===== config.mk =====
export PLATFORM = sky130hd
export DESIGN_NAME = itwp_target
export DESIGN_NICKNAME = d
export VERILOG_FILES = /design/src/itwp_pkg.sv /design/src/itwp_target.sv /design/src/itwp_pin_filter.sv /design/src/itwp_watchdog.sv
export VERILOG_INCLUDE_DIRS = /design/src
export SDC_FILE = /design/constraint.sdc
export NUM_CORES = 1
export LEC_CHECK = 0
export BUFFER_PORTS_ARGS = -buffer_cell sky130_fd_sc_hd__buf_2
export CAP_MARGIN = 20
export CORE_ASPECT_RATIO = 1.1
export CORE_UTILIZATION = 37
export CTS_BUF_LIST = sky130_fd_sc_hd__clkbuf_8
export DETAILED_ROUTE_END_ITERATION = 16
export MAX_ROUTING_LAYER = met4
export PLACE_DENSITY = 0.58
export SETUP_SLACK_MARGIN = 0.5
export SKIP_CTS_REPAIR_TIMING = 1
export SYNTH_ARGS = -nofsm -noshare
export SYNTH_HDL_FRONTEND = slang
export SYNTH_SLANG_ARGS = --single-unit

===== constraint.sdc =====
create_clock -name clk_sys -period 4.4 [get_ports clk_sys]
set_input_delay 0.22 -clock clk_sys [delete_from_list [all_inputs] [get_ports clk_sys]]
set_output_delay 0.22 -clock clk_sys [all_outputs]
set_load 0.01 [all_outputs]

===== src/itwp_cfg.svh =====
// Constants for the two-wire target with write protection: offsets, fields, resets, timing
`ifndef ITWP_CFG_SVH
`define ITWP_CFG_SVH

// System clock
`define ITWP_CLK_MHZ 125
`define ITWP_CLK_PERIOD_NS 8

// Input spike filter, least stable time per speed mode
`define ITWP_SPIKE_SLOW_NS 50
`define ITWP_SPIKE_HS_NS 10
`define ITWP_SPIKE_SLOW_CYC ((`ITWP_SPIKE_SLOW_NS + `ITWP_CLK_PERIOD_NS - 1) / `ITWP_CLK_PERIOD_NS)
`define ITWP_SPIKE_HS_CYC ((`ITWP_SPIKE_HS_NS + `ITWP_CLK_PERIOD_NS - 1) / `ITWP_CLK_PERIOD_NS)

// Bus watchdog period
`define ITWP_WD_TIME_US 35000
`define ITWP_WD_CYC (`ITWP_WD_TIME_US * `ITWP_CLK_MHZ)

// Bus addressing
`define ITWP_TARGET_ADDR 7'h60
`define ITWP_GEN_CALL 8'h00
`define ITWP_MCODE_TOP 5'h01

// Register offsets
`define ITWP_REG_FLAGS 8'h00
`define ITWP_REG_MASK 8'h01
`define ITWP_REG_LIVE 8'h02
`define ITWP_REG_SCRATCH 8'h10
`define ITWP_REG_CTRL1 8'h40
`define ITWP_REG_CTRL2 8'h41

// Field positions
`define ITWP_C1_HOLD 0
`define ITWP_C1_WDEN 1
`define ITWP_C1_PAIR 4
`define ITWP_C2_WP 0

// Reset values
`define ITWP_MASK_RST 8'hFF
`define ITWP_WP_RST 1'h1

`endif


===== src/itwp_pkg.sv =====
// Types shared by the two-wire target modules
package itwp_pkg;

    typedef enum logic [3:0] {
        ST_IDLE, ST_ADDR, ST_ADDR_ACK, ST_REG, ST_REG_ACK,
        ST_WDATA, ST_WDATA_ACK, ST_RDATA, ST_RDATA_ACK, ST_SKIP
    } itwp_state_t;

    typedef struct packed {
        logic [2:0] sclSync;
        logic [2:0] sdaSync;
        logic [2:0] sclCnt;
        logic [2:0] sdaCnt;
        logic sclLvl;
        logic sdaLvl;
        logic sclRise;
        logic sclFall;
        logic start;
        logic stop;
    } itwp_filt_t;

    typedef struct packed {
        logic running;
        logic [22:0] count;
        logic timeout;
    } itwp_wd_t;

    typedef struct packed {
        itwp_state_t st;
        logic [3:0] bitCnt;
        logic [7:0] shift;
        logic [7:0] ptr;
        logic rw;
        logic nack;
        logic hsHold;
        logic wdEn;
        logic pair;
        logic wp;
        logic hsMode;
        logic [7:0] mask;
        logic [7:0] flags;
        logic [3:0][7:0] scratch;
        logic sdaOe;
        logic sdaOut;
        logic irq;
    } itwp_core_t;

endpackage


===== src/itwp_target.sv =====
// Two-wire target with speed modes, write protection, pair writes and register file
`timescale 1ns/1ps
`include "itwp_cfg.svh"

// Operation
// Accept SCL up to 1 MHz, and up to 3.4 MHz once in high-speed mode.
// Ultra-fast unidirectional mode unsupported; master never uses it.
// Power-up and STOP without hold return filters to the slow setting.
// Master code 0000_1xxx switches filters to high speed; STOP leaves.
// Hold bit, bit 0 of control one, keeps high speed across STOP.
// High speed with hold: STOP stays; clearing hold keeps high speed unheld.
// Slow with hold set: master code enters held high speed.
// Write protect on discards every write except the two control registers.
// Both control registers are always writable.
// Write protect resets to one and returns to one on every STOP.
// Master clears write protect, then repeated START, then writes data.
// Bit 4 of control one picks pair writes (1) or sequential (0).
// Pair bit comes out of reset selecting sequential writes.
// Pair bit survives soft power-down; cleared by full shutdown only.
// Master sets pair bit, then writes control two with zero first.
// STOP leaves the register pointer unchanged.
// Clear-on-read bits ignore writes and clear once read.
// Flags latch regardless of mask; mask only blocks interrupt output.
// Live condition register is read-only and shows present inputs.
// Reserved addresses have no effect.
// Hold bit resets to zero: start in unheld slow mode.
// Every register address byte is acknowledged.
// SCL is never held low; no clock stretching.
// General call address is not acknowledged.
// Watchdog resets bus logic after 35 ms without SCL edge.
module itwp_target
    import itwp_pkg::*;
#(
    parameter int unsigned WD_CYCLES = `ITWP_WD_CYC
) (
    // Clock and reset
    input wire logic clk_sys,
    input wire logic sys_rst,
    // Two-wire bus, SCL is input only so it is never stretched, see
    input wire logic sclIn,
    input wire logic sdaIn,
    output logic sdaOut,
    output logic sdaOe,
    // Device events, live conditions and power control
    input wire logic [7:0] eventIn,
    input wire logic [7:0] liveIn,
    input wire logic fullShutdown,
    // Device-side outputs
    output logic irqOut,
    output logic hsModeOut,
    output logic writeProtectOut
);

    localparam itwp_core_t CORE_RST = '{st: ST_IDLE, wp: `ITWP_WP_RST, mask: `ITWP_MASK_RST, default: '0};

    itwp_core_t r;
    itwp_core_t n;
    logic sclLevel;
    logic sdaLevel;
    logic sclRise;
    logic sclFall;
    logic startDet;
    logic stopDet;
    logic wdTimeout;
    logic byteDone;
    logic loadRead;
    logic [7:0] rdByte;
    logic [7:0] clrMask;

    // Bus conditioning, filter strength follows the speed mode
    itwp_pin_filter uFilter (
        .clk_sys(clk_sys),
        .sys_rst(sys_rst),
        .sclIn(sclIn),
        .sdaIn(sdaIn),
        .hsMode(r.hsMode),
        .sclLevel(sclLevel),
        .sdaLevel(sdaLevel),
        .sclRise(sclRise),
        .sclFall(sclFall),
        .startDet(startDet),
        .stopDet(stopDet)
    );

    // Bus hang recovery
    itwp_watchdog #(.WD_CYCLES(WD_CYCLES)) uWatchdog (
        .clk_sys(clk_sys),
        .sys_rst(sys_rst),
        .enable(r.wdEn),
        .sclEdge(sclRise | sclFall),
        .startDet(startDet),
        .stopDet(stopDet),
        .timeout(wdTimeout)
    );

    // Scratch window decode, shared by read and write
    function automatic logic isScratch(input logic [7:0] ptr);
        return ptr[7:2] == `ITWP_REG_SCRATCH >> 2;
    endfunction

    // Read mux; unmapped offsets read zero
    function automatic logic [7:0] readReg(input itwp_core_t c, input logic [7:0] live);
        logic [7:0] v;
        v = 8'h00;
        if (isScratch(c.ptr)) begin
            v = c.scratch[c.ptr[1:0]];
        end else begin
            case (c.ptr)
                `ITWP_REG_FLAGS: v = c.flags;
                `ITWP_REG_MASK: v = c.mask;
                `ITWP_REG_LIVE: v = live;
                `ITWP_REG_CTRL1: begin
                    v[`ITWP_C1_HOLD] = c.hsHold;
                    v[`ITWP_C1_WDEN] = c.wdEn;
                    v[`ITWP_C1_PAIR] = c.pair;
                end
                `ITWP_REG_CTRL2: v[`ITWP_C2_WP] = c.wp;
                default: v = 8'h00;
            endcase
        end
        return v;
    endfunction

    assign byteDone = sclFall && r.bitCnt == 4'h8;

    // Protocol engine; SDA only changes after a filtered SCL fall, except the release at START, STOP or watchdog expiry
    always_comb begin
        n = r;
        n.sdaOut = 1'b0; // Open drain: only ever pulls low
        loadRead = 1'b0;
        clrMask = 8'h00;
        rdByte = readReg(r, liveIn);
        if (stopDet) begin
            n.st = ST_IDLE; // Pointer kept on purpose, see
            n.sdaOe = 1'b0;
            n.wp = 1'b1;
            if (!r.hsHold) begin
                n.hsMode = 1'b0; // see see
            end
        end else if (startDet) begin
            n.st = ST_ADDR;
            n.bitCnt = 4'h0;
            n.sdaOe = 1'b0;
        end else if (wdTimeout) begin
            n.st = ST_IDLE;
            n.sdaOe = 1'b0;
        end else begin
            case (r.st)
                ST_ADDR, ST_REG, ST_WDATA: begin
                    if (sclRise && r.bitCnt < 4'h8) begin
                        n.shift = {r.shift[6:0], sdaLevel};
                        n.bitCnt = 4'(r.bitCnt + 4'h1);
                    end else if (byteDone && r.st == ST_ADDR) begin
                        if (r.shift[7:3] == `ITWP_MCODE_TOP) begin
                            n.hsMode = 1'b1; // Master code is never acked, see see
                            n.st = ST_SKIP;
                        end else if (r.shift[7:1] == `ITWP_TARGET_ADDR && r.shift != `ITWP_GEN_CALL) begin
                            n.sdaOe = 1'b1;
                            n.rw = r.shift[0];
                            n.st = ST_ADDR_ACK;
                        end else begin
                            n.st = ST_SKIP; // Foreign or unsupported-mode address, see
                        end
                    end else if (byteDone && r.st == ST_REG) begin
                        n.ptr = r.shift;
                        n.sdaOe = 1'b1;
                        n.st = ST_REG_ACK;
                    end else if (byteDone) begin
                        // Control registers bypass protection
                        if (r.ptr == `ITWP_REG_CTRL1) begin
                            n.hsHold = r.shift[`ITWP_C1_HOLD]; // see see
                            if (r.hsHold && !r.shift[`ITWP_C1_HOLD]) begin
                                n.hsMode = 1'b1; // Dropping hold lands in unheld high speed, see
                            end
                            n.wdEn = r.shift[`ITWP_C1_WDEN];
                            n.pair = r.shift[`ITWP_C1_PAIR];
                        end else if (r.ptr == `ITWP_REG_CTRL2) begin
                            n.wp = r.shift[`ITWP_C2_WP];
                        end else if (!r.wp) begin
                            if (r.ptr == `ITWP_REG_MASK) begin
                                n.mask = r.shift;
                            end else if (isScratch(r.ptr)) begin
                                n.scratch[r.ptr[1:0]] = r.shift;
                            end
                        end // Flags, live and reserved ignore writes, see see see
                        if (!r.pair) begin
                            n.ptr = 8'(r.ptr + 8'h01);
                        end
                        n.sdaOe = 1'b1;
                        n.st = ST_WDATA_ACK;
                    end
                end
                ST_ADDR_ACK: begin
                    if (sclFall) begin
                        n.bitCnt = 4'h0;
                        if (r.rw) begin
                            loadRead = 1'b1;
                        end else begin
                            n.sdaOe = 1'b0;
                            n.st = ST_REG;
                        end
                    end
                end
                ST_REG_ACK, ST_WDATA_ACK: begin
                    if (sclFall) begin
                        n.sdaOe = 1'b0;
                        n.bitCnt = 4'h0;
                        // Pair mode expects a register byte after each data byte
                        n.st = (r.st == ST_WDATA_ACK && r.pair) ? ST_REG : ST_WDATA;
                    end
                end
                ST_RDATA: begin
                    if (sclFall && r.bitCnt == 4'h7) begin
                        n.sdaOe = 1'b0;
                        n.st = ST_RDATA_ACK;
                    end else if (sclFall) begin
                        n.shift = {r.shift[6:0], 1'b0};
                        n.sdaOe = ~r.shift[6];
                        n.bitCnt = 4'(r.bitCnt + 4'h1);
                    end
                end
                ST_RDATA_ACK: begin
                    if (sclRise) begin
                        n.nack = sdaLevel;
                    end else if (sclFall && r.nack) begin
                        n.st = ST_SKIP;
                    end else if (sclFall) begin
                        n.bitCnt = 4'h0;
                        loadRead = 1'b1;
                    end
                end
                ST_IDLE, ST_SKIP: n.st = r.st;
                default: n.st = ST_IDLE;
            endcase
        end
        // Byte load for a read; flags clear as they leave, see
        if (loadRead) begin
            n.shift = rdByte;
            n.sdaOe = ~rdByte[7];
            n.ptr = 8'(r.ptr + 8'h01);
            n.st = ST_RDATA;
            if (r.ptr == `ITWP_REG_FLAGS) begin
                clrMask = r.flags;
            end
        end
        // Full shutdown last, so it beats a control write in the same cycle
        if (fullShutdown) begin
            n.pair = 1'b0;
            n.hsHold = 1'b0;
            n.wdEn = 1'b0;
        end
        // New events win over a clear in the same cycle
        n.flags = (r.flags & ~clrMask) | eventIn;
        n.irq = |(n.flags & ~n.mask);
    end

    // State register; resets give sequential writes and unheld slow mode
    always_ff @(posedge clk_sys) begin
        if (sys_rst) begin
            r <= CORE_RST; // see
        end else begin
            r <= n;
        end
    end

    assign sdaOut = r.sdaOut;
    assign sdaOe = r.sdaOe;
    assign irqOut = r.irq;
    assign hsModeOut = r.hsMode;
    assign writeProtectOut = r.wp;

    logic quiet;
    assign quiet = !stopDet && !startDet && !wdTimeout;
endmodule


===== src/itwp_pin_filter.sv =====
// Pin synchroniser, speed-dependent spike filter and START/STOP detector
`timescale 1ns/1ps
`include "itwp_cfg.svh"

module itwp_pin_filter
    import itwp_pkg::*;
(
    // Clock and reset
    input wire logic clk_sys,
    input wire logic sys_rst,
    // Bus pins
    input wire logic sclIn,
    input wire logic sdaIn,
    // Filter selection
    input wire logic hsMode,
    // Conditioned bus events
    output logic sclLevel,
    output logic sdaLevel,
    output logic sclRise,
    output logic sclFall,
    output logic startDet,
    output logic stopDet
);

    localparam itwp_filt_t FILT_RST = '{sclSync: 3'h7, sdaSync: 3'h7, sclLvl: 1'h1, sdaLvl: 1'h1, default: '0};

    itwp_filt_t r;
    itwp_filt_t n;
    logic [2:0] lim;
    logic [4:0] sclStep;
    logic [4:0] sdaStep;

    // One filter step: {changed, new level, new count}
    function automatic logic [4:0] filtStep(input logic s2, input logic s3, input logic lvl,
                                            input logic [2:0] cnt, input logic [2:0] limit);
        logic [4:0] res;
        res = {1'b0, lvl, 3'h0};
        if (s2 == s3 && s3 != lvl) begin
            if (cnt >= limit - 3'h1) begin
                res = {1'b1, s3, 3'h0};
            end else begin
                res = {1'b0, lvl, 3'(cnt + 3'h1)};
            end
        end
        return res;
    endfunction

    // Second and third stages must agree for the whole filter time
    always_comb begin
        n = r;
        lim = hsMode ? 3'(`ITWP_SPIKE_HS_CYC) : 3'(`ITWP_SPIKE_SLOW_CYC); // see
        n.sclSync = {r.sclSync[1:0], sclIn};
        n.sdaSync = {r.sdaSync[1:0], sdaIn};
        sclStep = filtStep(r.sclSync[1], r.sclSync[2], r.sclLvl, r.sclCnt, lim);
        sdaStep = filtStep(r.sdaSync[1], r.sdaSync[2], r.sdaLvl, r.sdaCnt, lim);
        n.sclLvl = sclStep[3];
        n.sclCnt = sclStep[2:0];
        n.sdaLvl = sdaStep[3];
        n.sdaCnt = sdaStep[2:0];
        n.sclRise = sclStep[4] & sclStep[3];
        n.sclFall = sclStep[4] & ~sclStep[3];
        // SDA moving under a steady high SCL marks START or STOP
        n.start = sdaStep[4] & ~sdaStep[3] & r.sclLvl & ~sclStep[4];
        n.stop = sdaStep[4] & sdaStep[3] & r.sclLvl & ~sclStep[4];
    end

    // State register
    always_ff @(posedge clk_sys) begin
        if (sys_rst) begin
            r <= FILT_RST;
        end else begin
            r <= n;
        end
    end

    assign sclLevel = r.sclLvl;
    assign sdaLevel = r.sdaLvl;
    assign sclRise = r.sclRise;
    assign sclFall = r.sclFall;
    assign startDet = r.start;
    assign stopDet = r.stop;

endmodule


===== src/itwp_watchdog.sv =====
// Bus watchdog: times the gap between SCL edges inside a frame
`timescale 1ns/1ps
`include "itwp_cfg.svh"

module itwp_watchdog
    import itwp_pkg::*;
#(
    parameter int unsigned WD_CYCLES = `ITWP_WD_CYC
) (
    // Clock and reset
    input wire logic clk_sys,
    input wire logic sys_rst,
    // Control and bus events
    input wire logic enable,
    input wire logic sclEdge,
    input wire logic startDet,
    input wire logic stopDet,
    // Expiry pulse
    output logic timeout
);

    itwp_wd_t r;
    itwp_wd_t n;

    // STOP parks the timer until the next START
    always_comb begin
        n = r;
        n.timeout = 1'b0;
        if (!enable || stopDet) begin
            n.running = 1'b0;
            n.count = '0;
        end else if (startDet) begin
            n.running = 1'b1;
            n.count = '0;
        end else if (r.running) begin
            if (sclEdge) begin
                n.count = '0;
            end else if (r.count == 23'(WD_CYCLES - 1)) begin
                n.timeout = 1'b1;
                n.running = 1'b0;
                n.count = '0;
            end else begin
                n.count = 23'(r.count + 23'h1);
            end
        end
    end

    // State register
    always_ff @(posedge clk_sys) begin
        if (sys_rst) begin
            r <= '0;
        end else begin
            r <= n;
        end
    end

    assign timeout = r.timeout;
endmodule


# Word-level counts from Yosys, hierarchy flattened
# Cells that the tools add are included.
# W data, S select, Z words.
[classes] n_reduce_logical=51 n_addsub=6 mux=144 multipliers=0 magnitude_cmp=5 n_eq_ne=72 n_shift=0 n_div=0 bitwise=34
[op_table] cell="$mux W8" n=30
[op_table] cell="$mux W32" n=7
[op_table] cell="$mux W12" n=11
[op_table] cell="$mux W13" n=10
[op_table] cell="$mux W33" n=2
[op_table] cell="$ne A7 B4 Y1 const B" n=7
[op_table] cell="$mux W4" n=12
[op_table] cell="$mux W23" n=2
[op_table] cell="$reduce_and A9 Y1" n=5
[op_table] cell="$mux W1" n=38
[op_table] cell="$mux W35" n=1
[op_table] cell="$bwmux W32" n=1
[op_table] cell="$mux W31" n=1
[op_table] cell="$mux W25" n=1
[op_table] cell="$mux W24" n=1
[op_table] cell="$ne A6 B3 Y1 const B" n=4
[op_table] cell="$pmux W4 S6" n=1
[op_table] cell="$add A23 B1 Y23 const B" n=1
[op_table] cell="$eq A23 B23 Y1 const B" n=1
[op_table] cell="$ne A2 B2 Y1 const B" n=11
[op_table] cell="$mux W21" n=1
[op_table] cell="$eq A4 B3 Y1 const B" n=5
[op_table] cell="$mux W5" n=4
[op_table] cell="$not A1 Y1" n=20
[op_table] cell="70 further kinds" n=135
[totals] in_bits=21 rom_bits=0 regBits=125 output_inout_bits=5 latch_bits=0 ramBits=0 n_memories=0 word_cells=346

# Logic depth before layout (Yosys ltp)
# Gate-level depths: netlist (run 1).
[logic_depth] word_depth=22 ltp_mapped=10 mapped_depth_nobuf=8

# Cells and area by module
# A second synthesis (run 1) with hierarchy kept.
[unflattened] cells_unflattened=823 area_unflattened_um2=6826.5
[by_module_without_submodules] module="itwp_target" seq_area_each_um2=1621.6 instances=1 area_each_um2=4626.9 cells_per_inst=559
[by_module_without_submodules] module="itwp_watchdog" seq_area_each_um2=500.5 instances=1 area_each_um2=1428.9 cells_per_inst=185
[by_module_without_submodules] module="itwp_pin_filter" seq_area_each_um2=360.3 instances=1 area_each_um2=770.7 cells_per_inst=79

# Worst setup path after synthesis (run 1)
# Ideal clock, no wire load.
[synth_timing] path_type="flip-flop to flip-flop" start="reg r[65] (netlist bit)" end="reg r (netlist bit irqOut)" setup_ps=138 arrival_time_ps=2202 slack_ps=2059 required_time_ps=4262 stages_incl_launch_ff=8 n_path_buf=1 synth_period_minus_slack_ps=2341 path_cell_list="dfxtp_1 or4_1 buf_2 nor4b_4 o2111ai_2 a21o_1 a22oi_1 a41oi_1"
[synth_between] elab_chain_cells=22 elab_cells_between_ends=30 classes_between="eq/ne: 3; mux: 20; bitwise: 5; reduce/logical: 2"
[synth_rtl] item="from (decl)" line="itwp_target.sv:56" text="itwp_core_t r;"
[synth_rtl] item="from (signal assigned)" line="itwp_target.sv:262" text="r <= n;"
[synth_rtl] item="$eq A8 B1 Y1"
[synth_rtl] item="$mux W8" line="itwp_target.sv:180" text="if (r.ptr == `ITWP_REG_MASK) begin"
[synth_rtl] item="$mux W8" line="itwp_target.sv:179" text="end else if (!r.wp) begin"
[synth_rtl] item="$mux W8" line="itwp_target.sv:177" text="end else if (r.ptr == `ITWP_REG_CTRL2) begin"
[synth_rtl] item="$mux W8" line="itwp_target.sv:170" text="if (r.ptr == `ITWP_REG_CTRL1) begin"
[synth_rtl] item="$mux W13" line="itwp_target.sv:168" text="end else if (byteDone) begin"
[synth_rtl] item="$mux W13" line="itwp_target.sv:164" text="end else if (byteDone && r.st == ST_REG) begin"
[synth_rtl] item="$mux W13 (2 in a row)"
[synth_rtl] item="[5 not listed]"
[synth_rtl] item="$mux W13" line="itwp_target.sv:150" text="if (sclRise && r.bitCnt < 4'h8) begin"
[synth_rtl] item="$mux W13" line="itwp_target.sv:148" text="case (r.st)"
[synth_rtl] item="$mux W35" line="itwp_target.sv:144" text="end else if (wdTimeout) begin"
[synth_rtl] item="$mux W31" line="itwp_target.sv:140" text="end else if (startDet) begin"
[synth_rtl] item="$mux W8" line="itwp_target.sv:133" text="if (stopDet) begin"
[synth_rtl] item="$not A8 Y8" line="itwp_target.sv:254" text="n.irq = |(n.flags & ~n.mask);"
[synth_rtl] item="$and A8 B8 Y8 *" line="itwp_target.sv:254"
[synth_rtl] item="$reduce_or A8 Y1 *" line="itwp_target.sv:254"
# Mark *: on every way between the ends. The rest lies on a longest branch, timed or not. The select of a mux whose other input is x is not followed.
# A chain may end at the register's enable or synchronous reset.

# Final worst setup path (run 1)
[layout_timing] start="reg r[79] (netlist bit)" end="reg r[62] (netlist bit)"
[layout_between] elab_chain_cells=10 elab_cells_between_ends=29 classes_between="eq/ne: 11; mux: 12; reduce/logical: 6"
[layout_rtl] item="$eq A4 B2 Y1" line="itwp_target.sv:148, itwp_target.sv:164"
[layout_rtl] item="$logic_and A1 B1 Y1" line="itwp_target.sv:164"
[layout_rtl] item="$mux W8" line="itwp_target.sv:164"
[layout_rtl] item="$mux W8" line="itwp_target.sv:153" text="end else if (byteDone && r.st == ST_ADDR) begin"
[layout_rtl] item="$mux W9" line="itwp_target.sv:150"
[layout_rtl] item="$mux W9" line="itwp_target.sv:148"
[layout_rtl] item="$mux W35" line="itwp_target.sv:144"
[layout_rtl] item="$mux W31" line="itwp_target.sv:140"
[layout_rtl] item="$mux W21" line="itwp_target.sv:133"
[layout_rtl] item="$mux W16" line="itwp_target.sv:237" text="if (loadRead) begin"
# Parallel ways exist; a longest one is shown, timed or not. The select of a mux whose other input is x is not followed.

==> summary.md, run 1 <==
| Metric | Value |
|---|---|
| Final nets | 795 |
| Async S/R FF share, synth | 0% |
| CTS tree | yes |
| Initial core utilization | 38.4% |
| Worst reg2reg setup slack | between 1 and 1.5 ns |
| Mapped Nets | 795 |
| Final Hold Vio Count | 0 |
| Yosys warns | 0 |
| WL final | 16,500 um |
| Clk_skew | 0.0109 ns |
| Worst Hold Class | input pin to flop |
| Worst EP required | 4.77 ns |
| Post-synthesis sequential area ratio | 39.1% |
| Slew Limit Fails | 0 |
| Max-Cap Viols | 0 |
| WS Path Type | flop to flop |
| Core area | 16,600 um^2 |
| Worst Hold Path Cells | 2 |
| Post-Syn Instances | 759 |
| Final ANT Viol Nets | 0 |
| Maximum clock frequency | 0.319 GHz |
| CTS Buffer Depth | 2 |
| Count of buffers from port buffering | 24 |
| Clock sink count | roughly 120 |
| Vias | 5,524 |
| HPWL after detailed placement | between 10,000 and 15,000 um |
| Synth Flop Type | dfxtp_1 |
| Crit share post-route | 71.3% |
| Worst R2R Start | r[79] |
| Finished Cell Area | 6970 um^2 |
| RSZ-0062 raised after global routing | no |
| Number of synthesized flops with an enable pin | 0 |
| Tot GR Track Use | 19.8% |
| Final setup fails | 0 |
| Setup tns final | 0 ns |
| Drt drc | 0 |
| Power per standard cell area | between 300 and 400 nW/um^2 |
| Netlist cell types | 64 |
| First-pass GRT wire length | 26,700 um |
| Maximum VDD drop | about 0.00016 V |
| CP Launch Type | flop |
| FILL cells | 1,660 |
| Vias in the first global route | just over 5,000 |
| Die X | 127 um |
| Outcome | completed |
| Pre-CTS setup slack | 1.32 ns |
| DR pass1 iterations | 7 |
| Initial antenna violation count | 0 |
| Mapped Area | 6350 um^2 |
| Placer Congestion | slightly below 0.9 |
| Area occupied by multi-input gates | ~3600 um^2 |
| Area of placed instances | 6550 um^2 |
| CP Max Fanout | 32 |
| Fin crit period | 3.14 ns |
| Die footprint | 17,700 um^2 |
| Tot Pwr | roughly 2.6 mW |
| Layout cells sized above 1 | 11.1% |
| Clock buffer count from CTS | 17 |
| Row count | 49 |
| Relative slew margins | 38.6% |
| Io pins | 26 |
| Crit path DAT | 3.51 ns |
| DIE HEIGHT | 139 um |
| Vias per cell | ~5.7 |
| Synth Area per Inst | 8.37 um^2 |
| Final Util | between 40 and 50% |
| Register bit total from synthesis | 124 |
| Worst-margin pin slew | between 0.9 and 1 ns |
| Grt ovf | 0 |
| Worst Setup Slack, final | between 1 and 1.5 ns |
| H-tree level count | 4 |
| FF-to-FF End | r[62] |
| Leak | 2.49 nW |
| Worst setup EP type | flop |
| R2R depth | 7 |
| Drt initial violations | approximately 310 |
| Reg area | approximately 2500 um^2 |
| Worst-path clk slew | approximately 0.08 ns |
| Worst hold path startpoint | sys_rst |
| Worst-Skew Late Latency | 0.44 ns |
| N_diodes | 0 |
| Root buf cell | clkbuf_8 |
| Wire per inst | 16.9 um |
| P&R area growth vs syn | 9.73% |
| Pin count of the biggest net entering global routing | 90 |
## layout make-up
cell class | count | share of cell area [%]
multi-input combinational | 566 | 51.6
sequential | 124 | 35.6
tap | 204 | 3.66
clock buffer | 17 | 3.36
timing repair buffer | 30 | 2.48
clock inverter | 15 | 2.19
inverter | 20 | 1.08
## stage by stage
stage	hold WS, ns	instances
floorplan	0.296	759
global placement	0.398	941
detailed placement	0.394	941
CTS	-0.0711	973
global route	0.0185	976
finish	0.0364	976
## metal layers
metal	up-vias	track usage, %	routed length, um
met5	-	-	0
met4	0	7.52	273
met3	26	3.65	718
met2	145	32.0	8050
met1	2626	24.4	7430
li1	2727	-	-
## cell usage in the layout, fill, tap and decap left out, drive strengths merged, types with 9 or more instances in the layout
master	netlist	routed
xor2	9	9
xnor2	13	13
mux2i	17	17
and2	12	12
nand2b	12	12
and3	10	10
buf	11	27
nand4	14	14
a221oi	16	16
clkbuf	38	17
nand2	105	105
a21o	12	12
ha	15	15
inv	20	25
a21oi	69	69
nor2b	11	11
nor2	63	63
nor3	22	22
o21ai	26	26
nand3	18	18
dfxtp	124	124
## how the worst max path moves through the flow
| stage | slack, ns | startpoint | endpoint | cells past startpoint |
|---|---|---|---|---|
| floorplan | 2.06 | r[65] | irqOut | 7 |
| global placement | 1.36 | r[79] | r[63] | 7 |
| detailed placement | 1.32 | r[79] | r[63] | 7 |
| CTS | 1.27 | r[79] | r[63] | 7 |
| global route | 0.90 | r[79] | r[63] | 7 |
| finish | 1.26 | r[79] | r[62] | 7 |
## critical path, cell delays in order, from the launching register on
cell and delay [ns]:
dfxtp_1 0.63, nand2b_1 0.22, nor4b_1 0.66, o211ai_1 0.19, buf_4 0.27, a211oi_1 0.69, o21ai_0 0.22, a21oi_1 0.16
## where the power goes
part           total, mW  leakage [nW]  internal, mW  switching [mW]
Sequential          1.20          1.00          1.15          0.0551
Combinational      0.380          1.29         0.157           0.223
Clock              0.989         0.200         0.502           0.487
## Yosys cell counts, types with 4 or more instances
library cell  instances  share of area (%)
a21o_1               12                1.4
o21bai_1              5               0.59
clkbuf_1             38                2.2
or2_2                 8               0.79
o211ai_1              4               0.47
mux2i_1              17                2.7
mux4_2                8                2.8
a21oi_1              69                5.4
xnor2_1              13                1.8
xor2_1                9                1.2
nor4_1                5               0.49
buf_2                 7               0.55
a22o_1                4               0.55
nor3_1               21                1.7
or4_1                 4               0.47
o21ai_0              26                2.0
and3_1               10               0.99
and2_1               12                1.2
nand3b_1              4               0.47
a22oi_1               8               0.95
a221oi_1             16                2.2
nand2_1             105                6.2
a211oi_1              7               0.83
dfxtp_1             124                 39
inv_1                20                1.2
nor2b_1              11                1.1
or3_1                 4               0.39
a311oi_1              4               0.55
nor3b_1               4               0.47
nand2b_1             12                1.2
nand4_1              13                1.3
ha_1                 15                3.0
nor2_1               63                3.7
or2b_1                5               0.59
nand3_1              18                1.4
## cell families after synthesis
family | count (synthesis) | share of synthesized area, %
AOI/OAI and AO/OA | 184 | 19.0
xor gates and xnor gates | 22 | 3.03
adders and majority gates | 15 | 2.96
buffers and inverters | 69 | 4.28
DFF | 124 | 39.1
muxes | 27 | 5.87
other | 1 | 0.0591
and+or+nand+nor | 317 | 25.7
Power figures use the tool's default switching activity.
==> inputs of run 2 (changes only) <==
--- a/config.mk
+++ b/config.mk
@@ -13,7 +13,7 @@
 export CTS_BUF_LIST = sky130_fd_sc_hd__clkbuf_8
 export DETAILED_ROUTE_END_ITERATION = 16
 export MAX_ROUTING_LAYER = met4
-export PLACE_DENSITY = 0.58
+export PLACE_DENSITY = 0.6
 export SETUP_SLACK_MARGIN = 0.5
 export SKIP_CTS_REPAIR_TIMING = 1
 export SYNTH_ARGS = -nofsm -noshare
==> constraint.sdc (replaced) <==
create_clock -name clk_sys -period 2.8 [get_ports clk_sys]
set_input_delay 0.14 -clock clk_sys [delete_from_list [all_inputs] [get_ports clk_sys]]
set_output_delay 0.14 -clock clk_sys [all_outputs]
set_load 0.01 [all_outputs]
==> run 2 against run 1 <==
Total power up 65%. Sequential power up 57%. First-iteration DRC count rose by 32%. The run now ends with hold timing left. Highest routed layer unchanged. Design area grew 6.5%.
==> summary.md, run 2 (synthesis gave the netlist of run 1 again) <==
| Metric | Value |
|---|---|
| Io pins | 26 (unchanged) |
| Slowest Stage Delay on Critical Path | 0.42 ns (-0.27 ns) |
| Initial core utilization | 38.4% (unchanged) |
| Tot GR Track Use | 20.5% (+0.73 points) |
| RSZ-0062 raised after global routing | yes |
| Final nets | 833 (+4.8%) |
| Max-Cap Viols | 0 (unchanged) |
| Vias per cell | 5.60 (-1.1%) |
| Maximum VDD drop | 0.000296 V (+87%) |
| Drt initial violations | 409 (+32%) |
| Die footprint | 17,700 um^2 (unchanged) |
| Crit path cell chain | nand2b_2 -> nor4b_2 -> buf_4 -> o211ai_1 -> buf_4 -> buf_4 -> nand2_1 -> a221oi_1 -> a211oi_1 |
| Vias in the first global route | 5,452 (+5.2%) |
| Setup tns final | 0 ns (unchanged) |
| Worst Hold Class | input pin to flop |
| Fin crit period | 2.25 ns (-0.889 ns) |
| CP Max Fanout | 13 (-59%) |
| Worst R2R Start | r[80] |
| Failing checks | hold timing |
| Slowest cell on the critical path | dfxtp_4 |
| Vias | 5,668 (+2.6%) |
| Worst EP required | 3.13 ns (-1.64 ns) |
| Wire per inst | 16.7 um (-0.79%) |
| Final ANT Viol Nets | 0 (unchanged) |
| Core area | 16,600 um^2 (unchanged) |
| Worst setup EP type | flop |
| Placer Congestion | 0.868 (-1.2%) |
| First-pass GRT wire length | 27,600 um (+3.5%) |
| WS Path Type | flop to flop |
| Die X | 127 um (unchanged) |
| Area of placed instances | 6790 um^2 (+3.6%) |
| Crit path DAT | 2.58 ns (-0.93 ns) |
| P&R area growth vs syn | 16.9% |
| Final Hold Vio Count | 1 (+1) |
| Grt ovf | 0 (unchanged) |
| Layout cells sized above 1 | 19.4% (+8.3 points) |
| H-tree level count | 4 (unchanged) |
| Leak | 2.70 nW (+8.4%) |
| Finished Cell Area | 7420 um^2 (+6.5%) |
| Commonest cells after routing, fill and taps aside | dfxtp_1, nand2_1, a21oi_1 |
| N_diodes | 0 (unchanged) |
| Hold Slack | -0.00136 ns (-0.0378 ns) |
| Buf/Inv on CP | 3 (+2) |
| Worst-margin pin slew | 0.507 ns (-0.413 ns) |
| Relative slew margins | 66.1% (+27 points) |
| Drt drc | 0 (unchanged) |
| Worst-path clk slew | 0.09 ns (about the same) |
| CP Launch Point | r[80] |
| Root buf cell | clkbuf_8 |
| Clk_skew | 0.0189 ns (+0.00802 ns) |
| CTS Buffer Depth | 2 (unchanged) |
| DIE HEIGHT | 139 um (unchanged) |
| Slew Limit Fails | 0 (unchanged) |
| Power per standard cell area | 571 nW/um^2 (+55%) |
| Most used cell, CP | buf_4 |
| Worst Setup Slack, final | 0.552 ns (-0.711 ns) |
| DR pass1 iterations | 5 (-2) |
| Maximum clock frequency | 0.445 GHz (+40%) |
| WL final | 17,000 um (+3.0%) |
| Initial antenna violation count | 0 (unchanged) |
| Row count | 49 (unchanged) |
| CP Launch Type | flop |
| Clock buffer count from CTS | 17 (unchanged) |
| Clock sink count | 124 (unchanged) |
| Worst hold path startpoint | eventIn[1] |
| Pre-CTS setup slack | 0.422 ns (-0.901 ns) |
| Final setup fails | 0 (unchanged) |
| Worst-Skew Late Latency | 0.47 ns (+0.03 ns) |
| Outcome | finished, violations left |
| Final Instance Count excl. Fillers | 1,013 (+3.8%) |
| Pin count of the biggest net entering global routing | 40 (-56%) |
| Count of buffers from port buffering | 24 (unchanged) |
| FILL cells | 1,620 (-2.4%) |
| Delay-heaviest family, CP | compound AO/OA/AOI/OAI gates |
| Most common cell after layout, fill and taps aside | dfxtp_1 |
| Placed Cells | 970 (+3.1%) |
| CTS tree | yes |
| HPWL after detailed placement | 11,600 um (+1.6%) |
| Crit share post-route | 80.3% (+9.0 points) |
-- run 2: changes by cell type in the layout (fill, tap and decap cells not counted), moves of 3 or more --
| cell | before | now |
|---|---|---|
| dfxtp_1 | 124 | 115 |
| buf_4 | 3 | 39 |
| and2_2 | 0 | 4 |
| inv_1 | 23 | 20 |
| dfxtp_2 | 0 | 7 |
| and2_1 | 12 | 8 |
| inv_6 | 2 | 5 |
-- run 2: per-layer routing --
layer / track usage [%] / part of all wire, %
met5: - / 0
met4: 8.96 / 2.8
met3: 4.38 / 4.7
met2: 31.4 / 46
met1: 26.0 / 46
-- run 2: cell type report --
type	count	area [um^2]	share of cell area (%)
Sequential cell	124	2500	33.7
Tap cell	204	255	3.44
Timing Repair Buffer	68	474	6.39
Clock inverter	13	156	2.11
Inverter	20	75.1	1.01
Clock buffer	18	248	3.34
Multi-Input combinational cell	566	3710	50.0
-- run 2: path summary, 6_finish.rpt --
check	endpoint	slack, ns	cells after the start
worst min-delay path	r[36]	-0.001	3
worst max-delay path	r[58]	0.55	9
worst max register to register	r[58]	0.55	9
worst min register to register	uFilter.n[14]	0.41	1
-- run 2: worst reg2reg max path, stage by stage (launching register included) --
cell and delay, ns:
dfxtp_4 0.42, nand2b_2 0.23, nor4b_2 0.07, buf_4 0.16, o211ai_1 0.40, buf_4 0.25, buf_4 0.13, nand2_1 0.11
a221oi_1 0.27, a211oi_1 0.08
-- run 2: through the flow --
stage	total power, mW	hold WS (ns)	util, %
floorplan	2.39	0.216	-
detailed placement	2.56	0.337	41.0
global route	4.43	0.00653	44.8
finish	4.24	-0.00136	44.8
global placement	2.57	0.333	41.0
CTS	4.19	-0.151	43.4
-- run 2: report_power, final --
part           internal [mW]  total [mW]  leakage (nW)  switching (mW)
registers               1.81        1.88          1.01          0.0691
logic                  0.320       0.726          1.49           0.406
clock network          0.832        1.64         0.199           0.804
